==> config.mk <==
export PLATFORM = sky130hd
export DESIGN_NAME = srd_decoder
export DESIGN_NICKNAME = d
export VERILOG_FILES = /design/src/shared/srd_pkg.sv /design/src/verilog/srd_decoder.sv /design/src/verilog/srd_crc16.sv
export SDC_FILE = /design/constraint.sdc
export NUM_CORES = 1
export LEC_CHECK = 0
export BUFFER_PORTS_ARGS = -buffer_cell sky130_fd_sc_hd__buf_2
export CAP_MARGIN = 5
export CORE_MARGIN = 8
export CORE_UTILIZATION = 24
export CTS_CLUSTER_DIAMETER = 40
export DETAILED_ROUTE_END_ITERATION = 10
export GPL_ROUTABILITY_DRIVEN = 0
export PLACE_DENSITY_LB_ADDON = 0.1
export SLEW_MARGIN = 20
export SYNTH_ARGS = -nofsm -noshare
export SYNTH_HDL_FRONTEND = slang
export SYNTH_SLANG_ARGS = --single-unit
==> constraint.sdc <==
create_clock -name ref_clk -period 6.62 [get_ports ref_clk]
set_clock_uncertainty 0.2 [all_clocks]
set_input_delay 0 -clock ref_clk [delete_from_list [all_inputs] [get_ports ref_clk]]
set_output_delay 0 -clock ref_clk [all_outputs]
set_load 0.03 [all_outputs]
==> src/shared/srd_pkg.sv <==
package srd_pkg;

  // byte stream carrier
  typedef struct packed {
    logic       valid;
    logic       last;
    logic [7:0] data;
  } srd_byte_type;

  // per-packet verdict
  typedef struct packed {
    logic done;
    logic accepted;
    logic crc_bad;
    logic len_bad;
    logic hdr_bad;
    logic pid_bad;
  } srd_status_type;

  localparam int         PKT_LEN        = 14;
  localparam int         PRI_HDR_LEN    = 6;
  localparam int         DF_LEN         = 8;
  localparam logic [7:0] HDR_BYTE0      = 8'h11;
  localparam logic [7:0] SERVICE_TYPE   = 8'h14;
  localparam logic [7:0] HDR_BYTE3      = 8'h00;
  localparam logic [7:0] SUB_LR_ENABLE  = 8'h01;
  localparam logic [7:0] SUB_LR_DISABLE = 8'h02;
  localparam logic [7:0] SUB_HS_ENABLE  = 8'h0A;
  localparam logic [7:0] SUB_HS_DISABLE = 8'h0B;
  localparam logic [6:0] SCIENCE_PID    = 7'h51;
  localparam int         PID_BITS       = 7;
  localparam logic [15:0] CRC_POLY      = 16'h1021;
  localparam logic [15:0] CRC_INIT      = 16'hFFFF;
  localparam logic       FLAG_RESET     = 1'b0;

endpackage

==> src/verilog/srd_decoder.sv <==
`timescale 1ns/10ps
// Behaviour
// only service type 20 is accepted
// subtype 1 sets low-rate science flag
// subtype 2 clears low-rate science flag
// subtype 10 sets high-speed science flag
// low 7 identifier bits match science id
// sender increments 12-bit sequence counter
// CRC16 verified before any action
// data field is exactly eight bytes
// packet must be fourteen bytes total
// subtype 11 clears high-speed science flag
// bad packets leave both flags unchanged
// both flags cleared after reset
module srd_decoder
  #(parameter int BYTE_CNT_W = 5)
  (
  // clock and reset
  input  wire logic                   ref_clk,
  input  wire logic                   rstn,
  // telecommand byte stream, last marks the final byte
  input  wire srd_pkg::srd_byte_type  tc_in,
  // science reporting enables
  output      logic                   science_low_rate_en,
  output      logic                   science_high_speed_en,
  // verdict of the last packet, done is one pulse
  output      srd_pkg::srd_status_type status
  );
  import srd_pkg::*;

  initial
  begin
    if ((1 << BYTE_CNT_W) <= PKT_LEN)
      $error("byte counter too narrow");
  end

  typedef enum logic [1:0] {
    ST_RECV = 2'b01,
    ST_DROP = 2'b10
  } srd_state_type;

  ////////////////////////////////////////////////////////////////////////////
  srd_state_type           state;
  srd_state_type           next_state;
  logic [BYTE_CNT_W-1:0]   count;
  logic [7:0]              hdr [0:DF_LEN-3];
  logic [15:0]             crc;

  wire [BYTE_CNT_W-1:0] df_idx  = count - BYTE_CNT_W'(PRI_HDR_LEN);
  wire                  in_df   = count >= BYTE_CNT_W'(PRI_HDR_LEN);
  wire                  store   = tc_in.valid && in_df && df_idx < BYTE_CNT_W'(DF_LEN - 2);
  wire                  end_pkt = tc_in.valid && tc_in.last;
  // over-long packets go to drop until their last byte
  wire                  overrun = tc_in.valid && !tc_in.last
                                  && count == BYTE_CNT_W'(PKT_LEN - 1);

  srd_crc16 #(.POLY(CRC_POLY), .INIT(CRC_INIT)) u_crc (
    .ref_clk (ref_clk),
    .rstn    (rstn),
    .clear   (end_pkt || state == ST_DROP),
    .enable  (tc_in.valid && state == ST_RECV),
    .data    (tc_in.data),
    .crc     (crc)
  );

  ////////////////////////////////////////////////////////////////////////////
  // checks, evaluated on the final byte
  // exact total length
  wire len_ok  = count == BYTE_CNT_W'(PKT_LEN - 1) && state == ST_RECV;
  // service type field
  wire svc_ok  = hdr[0] == HDR_BYTE0 && hdr[1] == SERVICE_TYPE && hdr[3] == HDR_BYTE3;
  // identifier in low bits
  wire pid_ok  = hdr[5][PID_BITS-1:0] == SCIENCE_PID;
  // residue over packet plus crc is zero with this crc form
  logic [15:0] crc_fin;
  always_comb
  begin
    crc_fin = crc;
    for (int i = 7; i >= 0; i--)
    begin
      if (crc_fin[15] ^ tc_in.data[i])
        crc_fin = {crc_fin[14:0], 1'b0} ^ CRC_POLY;
      else
        crc_fin = {crc_fin[14:0], 1'b0};
    end
  end
  wire crc_good = crc_fin == 16'h0000;

  wire [7:0] sub = hdr[2];
  wire sub_known = sub == SUB_LR_ENABLE || sub == SUB_LR_DISABLE
                   || sub == SUB_HS_ENABLE || sub == SUB_HS_DISABLE;
  // data field byte count enforced through len_ok
  // act only when every check passes
  wire accept = end_pkt && len_ok && svc_ok && pid_ok && crc_good && sub_known;

  ////////////////////////////////////////////////////////////////////////////
  always_comb
  begin
    next_state = state;
    case (state)
      ST_RECV: if (overrun) next_state = ST_DROP;
      ST_DROP: if (end_pkt) next_state = ST_RECV;
      default: next_state = ST_RECV;
    endcase
  end

  always_ff @(posedge ref_clk)
  begin
    if (!rstn)
    begin
      state <= ST_RECV;
      count <= '0;
    end
    else
    begin
      state <= next_state;
      if (end_pkt)
        count <= '0;
      else if (tc_in.valid && state == ST_RECV && !overrun)
        count <= count + 1'b1;
    end
  end

  always_ff @(posedge ref_clk)
  begin
    if (store && state == ST_RECV)
      hdr[df_idx[2:0]] <= tc_in.data;
  end

  ////////////////////////////////////////////////////////////////////////////
  always_ff @(posedge ref_clk)
  begin
    // flags start cleared
    if (!rstn)
    begin
      science_low_rate_en   <= FLAG_RESET;
      science_high_speed_en <= FLAG_RESET;
    end
    else if (accept)
    begin
      // low-rate enable
      if (sub == SUB_LR_ENABLE)
        science_low_rate_en <= 1'b1;
      // low-rate disable
      if (sub == SUB_LR_DISABLE)
        science_low_rate_en <= 1'b0;
      // high-speed enable
      if (sub == SUB_HS_ENABLE)
        science_high_speed_en <= 1'b1;
      // high-speed disable
      if (sub == SUB_HS_DISABLE)
        science_high_speed_en <= 1'b0;
    end
  end

  always_ff @(posedge ref_clk)
  begin
    if (!rstn)
      status <= '0;
    else
    begin
      status.done <= end_pkt;
      if (end_pkt)
      begin
        status.accepted <= accept;
        status.crc_bad  <= !crc_good;
        status.len_bad  <= !len_ok;
        status.hdr_bad  <= !(svc_ok && sub_known);
        status.pid_bad  <= !pid_ok;
      end
    end
  end

endmodule

==> src/verilog/srd_crc16.sv <==
`timescale 1ns/10ps
module srd_crc16
  #(parameter logic [15:0] POLY = 16'h1021,
    parameter logic [15:0] INIT = 16'hFFFF)
  (
  // clock and reset
  input  wire logic        ref_clk,
  input  wire logic        rstn,
  // control
  input  wire logic        clear,
  input  wire logic        enable,
  input  wire logic [7:0]  data,
  // result
  output      logic [15:0] crc
  );

  logic [15:0] next_crc;

  always_comb
  begin
    next_crc = crc;
    for (int i = 7; i >= 0; i--)
    begin
      if (next_crc[15] ^ data[i])
        next_crc = {next_crc[14:0], 1'b0} ^ POLY;
      else
        next_crc = {next_crc[14:0], 1'b0};
    end
  end

  always_ff @(posedge ref_clk)
  begin
    if (!rstn || clear)
      crc <= INIT;
    else if (enable)
      crc <= next_crc;
  end

endmodule

### Word level (Yosys, flattened, before mapping)

Memories as Yosys holds them, arrays and structs flattened.
Cells that the tools add are included.

| cells by class | value |
|---|---|
| equality and inequality tests | 12 |
| add/sub/neg operators | 2 |
| shifts and indexed selects | 0 |
| $lt $le $gt $ge | 2 |
| reductions and logical operators | 37 |
| multiply operators | 0 |
| multiplexer cells | 17 |
| div/mod/pow operators | 0 |
| bitwise logic cells | 17 |

Operator list:

| cell | number |
|---|---|
| $mux 13 | 8 |
| $not 3->3 | 8 |
| $logic_and 1x1->1 | 17 |
| $eq 8x4->1 const B | 2 |
| $eq 8x5->1 const B | 2 |
| $logic_not 16->1 | 1 |
| $eq 8x1->1 const B | 1 |
| $eq 8x2->1 const B | 1 |
| $logic_not 8->1 | 1 |
| $xor 1x1->1 | 8 |
| $eq 7x7->1 const B | 1 |
| $logic_not 1->1 | 7 |
| $mux 1 | 6 |
| $reduce_and 2->1 | 3 |
| $add 5x1->5 const B | 1 |
| $eq 5x4->1 const B | 1 |
| $ge 5x3->1 const B | 1 |
| $logic_or 1x1->1 | 5 |
| $lt 5x3->1 const B | 1 |
| $sub 5x3->5 const B | 1 |
| $mux 2 | 2 |
| $ne 2x2->1 const B | 2 |
| $pmux 2 s2 | 1 |
| $reduce_bool 2->1 | 2 |
| 4 further kinds | 4 |

| word-level totals | value |
|---|---|
| RAM bits | 48 |
| memory bits (read-only) | 0 |
| output and inout port bits | 8 |
| bits in registers | 31 |
| bits in latches | 0 |
| memories | 1 |
| input port bits | 12 |
| word-level logic and storage cells | 99 |

Memory list:

| memory | depth | bits a word | read ports | clocked after memory_dff | wr ports | line | text |
|---|---|---|---|---|---|---|---|
| hdr | 6 | 8 | 5 | 0 | 1 | srd_decoder.sv:46 | `logic [7:0] hdr [0:DF_LEN-3];` |

### Depth between registers and ports, before layout

| logic depth | value |
|---|---|
| word-level depth | 20 |
| gate-level depth with buffers | 8 |
| depth with buffers taken out | 8 |

### Modules after synthesis

From an unflattened synthesis, not the netlist that was laid out.

| unflattened totals | value |
|---|---|
| cell total of the unflattened synthesis | 232 |
| area total of the unflattened synthesis | 3111.7 um^2 |

Modules (own cells, without submodules):

| module | area an instance (um^2) | sequential area each (um^2) | cells an instance | times used |
|---|---|---|---|---|
| srd_decoder | 2193.4 | 1471.4 | 152 | 1 |
| srd_crc16 | 918.4 | 320.3 | 80 | 1 |

### Worst setup path after synthesis

Ideal clock, no wire load.

| timing path | value |
|---|---|
| kind | register to register |
| from | register state[1] |
| to | memory hdr[3][0], enable pin |
| clock period less this slack | 2.438 ns |
| setup slack | 4.182 ns |
| cell stages (with the launch flop) | 4 |
| arrival | 1.853 ns |
| setup time | 0.385 ns |
| buffers on the path | 0 |
| data required time | 6.035 ns |
| cells stage by stage | dfxtp_1 > nand3b_1 > or4b_2 > nor3b_1 |

| between the ends | value |
|---|---|
| cells in the longest elaborated chain, start to end | 4 |

Ends and longest elaborated chain:

| element | line | text |
|---|---|---|
| from (decl) | srd_decoder.sv:43 | `srd_state_type state;` |
| from (signal assigned) | srd_decoder.sv:116 | `state <= next_state;` |
| $eq 2x1->1 | srd_decoder.sv:126 | `if (store && state == ST_RECV)` |
| $logic_and 1x1->1 | srd_decoder.sv:126 |  |
| $mux 1 | srd_decoder.sv:126 |  |
| $mux 1 (not written as such) | srd_decoder.sv:127 | `hdr[df_idx[2:0]] <= tc_in.data;` |
| to (decl) | srd_decoder.sv:46 |  |

Every way passes these cells.

### Worst setup path in the final report

| timing path | value |
|---|---|
| from | register state[1] |
| to | memory hdr[3][5], enable pin |

Same word-level chain as after synthesis.

==> impl_metrics.py <==
metrics = {
    "outcome": {
        "status": "finished, final reports clean",
    },
    "die": {
        "pin_count": 20,
        "start_util_pct": 24.7,
        "die_area_mm2": 0.0155,
        "rows": 39,
        "fp.dieW_um": 125,
        "core_mm2": 0.0115,
        "die_y_um": 125,
    },
    "synthesis": {
        "synth_seq_area_share_pct": 63.2,
        "netlist.top_cell.by_area": "edfxtp_1",
        "avgSynthCellArea_um2": 12.2,
        "synthDistinctLibCells": 38,
        "syn_area_mm2": 0.00283,
        "synth_nets": 246,
        "ys.flop_type": "edfxtp_1",
        "async_flop_share_pct": 0,
        "synth_top_cell_area_share_pct": 41.3,
        "ys_ff_latch": 70,
        "synth_edf_count": 39,
        "synth_cells": 232,
        "synth_warnings": 0,
        "yosys-top-cells-area": "edfxtp_1 (41%), dfxtp_1 (22%), xnor2_1 (4.6%), nand2_1 (4.1%), o211ai_1 (3.7%)",
    },
    "grt": {
        "grtUsageTotal_pct": 8.87,
        "gr-total-overflow": 0,
        "grt_start_max_net_pins": 34,
        "antenna_found_initial": 0,
        "grt_pass1_wl_um": 10400,
        "grt_pass1_vias": 1788,
    },
    "clock_tree": {
        "cts_resized": 0,
        "postCtsSetupRepairBufs": 0,
        "cts_tree": "built",
        "cts_max_level": 3,
        "clock_latency_ps": 330,
        "root_buffer": "clkbuf_16",
        "clock-sinks": 70,
        "cts_buffer_depth": 2,
        "clk_pin_slew_worst_paths_ps": 60,
        "cts_buffers": 9,
    },
    "placed_design": {
        "io_buffers": 19,
        "hpwlAfterDp_um": 4420,
        "dp_cells": 390,
    },
    "final_layout": {
        "final_cell_mix": "edfxtp_1 (39), nand2_1 (31), dfxtp_1 (31), buf_2 (19), nor2_1 (16)",
        "final_nets": 284,
        "fin_cells": 418,
        "fin_util_pct": 30.7,
        "n_antenna_cell": 0,
        "multi_input_area_mm2": 0.00103,
        "fillers": 1167,
        "final_common_cell": "edfxtp_1",
        "drive_above_1_share_pct": 16.4,
        "area.sequential_mm2": 0.00179,
        "area_growth_pct": 24.4,
    },
    "power_and_ir_drop": {
        "power_leakage_uw": 0.00123,
        "seqPwrFrac_pct": 45.5,
        "swShare_pct": 24.0,
        "internal_power_uw": 808,
        "max-vdd-ir-drop_mv": 0.132,
        "clockPowerShare_pct": 43.9,
        "power.density_mw_per_mm2": 302,
        "combPwrFrac_pct": 10.6,
        "netSwitchingPower_uw": 256,
    },
    "route": {
        "drc_errors": 0,
        "via_count": 1827,
        "viasPerCell": 4.37,
        "wl_per_cell_um": 15.2,
        "dr.pass1.iters": 4,
        "drt_iter0_drc": 67,
        "ant_nets": 0,
        "wl_um": 6370,
    },
    "setup_path": {
        "cp-end-kind": "flip-flop",
        "criticalPathCategory": "reg2reg",
        "r2r_setup_slack_ps": 4070,
        "timing.rr.end": "hdr[3][5]",
        "path_max_fanout": 33,
        "crit_path_start": "state[1]",
        "endpoint": "hdr[3][5]",
        "worstPathRequired_ps": 6390,
        "cp-start-kind": "flip-flop",
        "cp.arrival_ps": 2320,
        "r2r_start": "state[1]",
        "ff2ff_path_depth": 4,
    },
    "flow_run": {
        "maxCapViolations": 0,
    },
    "timing": {
        "relSlewSlack_pct": 52.1,
        "max_freq_ghz": 0.392,
        "finalCriticalPeriod_ps": 2550,
        "post-route-period-util_pct": 38.5,
        "tns_ps": 0,
        "worstMarginPinSlew_ps": 717,
        "slew_violations": 0,
        "rsz0062_at_grt": "no",
        "setup_viol": 0,
        "finalHoldViolCount": 0,
    },
    "hold_path": {
        "hold_path_class": "reg2reg",
    },
}
[cell type report]
class                      instances  area share [%]
sequential                        70            50.8
inverter                           4           0.426
tap                              143            5.07
clock inverter                     6            1.77
clock buffer                      10            6.49
multi-input combinational        153            29.1
timing repair buffer              32            6.32
[worst min-delay path by stage]
stage	startpoint	endpoint	cells after the start
6_report	status[3]	status[3]	2
5_1_grt	status[3]	status[3]	2
4_1_cts	status[3]	status[3]	2
3_5_place_dp	tc_in[7]	hdr[3][7]	1
3_3_place_gp	tc_in[7]	hdr[3][7]	1
2_1_floorplan	tc_in[0]	hdr[0][0]	0
[state kept, by name, indices dropped and copies added, names as in the netlist]
signal and count:
hdr 39, u_crc.crc 16, status 6, count 5, state 2, science_high_speed_en 1
science_low_rate_en 1
[stage by stage]
step / total power [uW] / instance area [um^2] / hold slack (ps) / setup slack, ps
CTS: 1080 / 3510 / 261 / 3720
floorplan: 569 / 2830 / -101 / 4180
global route: 1120 / 3530 / 279 / 3890
finish: 1060 / 3530 / 254 / 4070
detailed placement: 602 / 3100 / 116 / 3750
global placement: 603 / 3100 / 116 / 3750
[timing repair]
action                                  4_1_cts  5_1_grt
hold buffers                                 12        0
endpoints found under the setup margin        0        0
endpoints found under the hold margin        54        0
[power by group through the flow]
| stage | Sequential, uW | Clock (uW) | Combinational (uW) |
|---|---|---|---|
| finish | 484 | 468 | 113 |
| global route | 485 | 503 | 128 |
| CTS | 484 | 484 | 116 |
| detailed placement | 493 | 0 | 109 |
| global placement | 493 | 0 | 110 |
| floorplan | 494 | 0 | 75.6 |
[logic make-up after synthesis]
logic type / count (synthesis) / synth area share, %
AOI/OAI and AO/OA: 24 / 6.36
buffers and inverters: 9 / 1.19
DFF: 70 / 63.2
and+or+nand+nor: 93 / 17.0
adders and majority gates: 2 / 0.883
muxes: 5 / 1.81
xor gates and xnor gates: 29 / 9.49
[cells in the mapped netlist, drive strengths merged, types with 2 or more instances]
cell and count:
nand2b 3, or4b 2, nand2 31, nor2b 2
mux2i 4, dfxtp 31, ha 2, nor4 6
nand3 6, o21ai 4, or3 2, nor3 5
inv 4, clkbuf 5, nor2 17, o211ai 15
a211oi 2, xor2 13, nor4b 4, nand4 5
nor3b 3, xnor2 16, edfxtp 39, nand4b 2
[layer usage]
| metal | up-vias | GRT usage, % | routed length (um) |
|---|---|---|---|
| li1 | 924 | - | - |
| met2 | 15 | 13.3 | 2970 |
| met4 | 0 | 5.53 | 182 |
| met5 | - | 0 | 0 |
| met3 | 12 | 2.81 | 183 |
| met1 | 876 | 10.9 | 3030 |
[critical path, cell delays in order, from the launching register on]
cell and delay (ps):
dfxtp_1 300, nand3b_1 150, buf_4 250, or4b_2 700, nor3b_2 560
No activity file was read; power rests on OpenSTA's default activity.
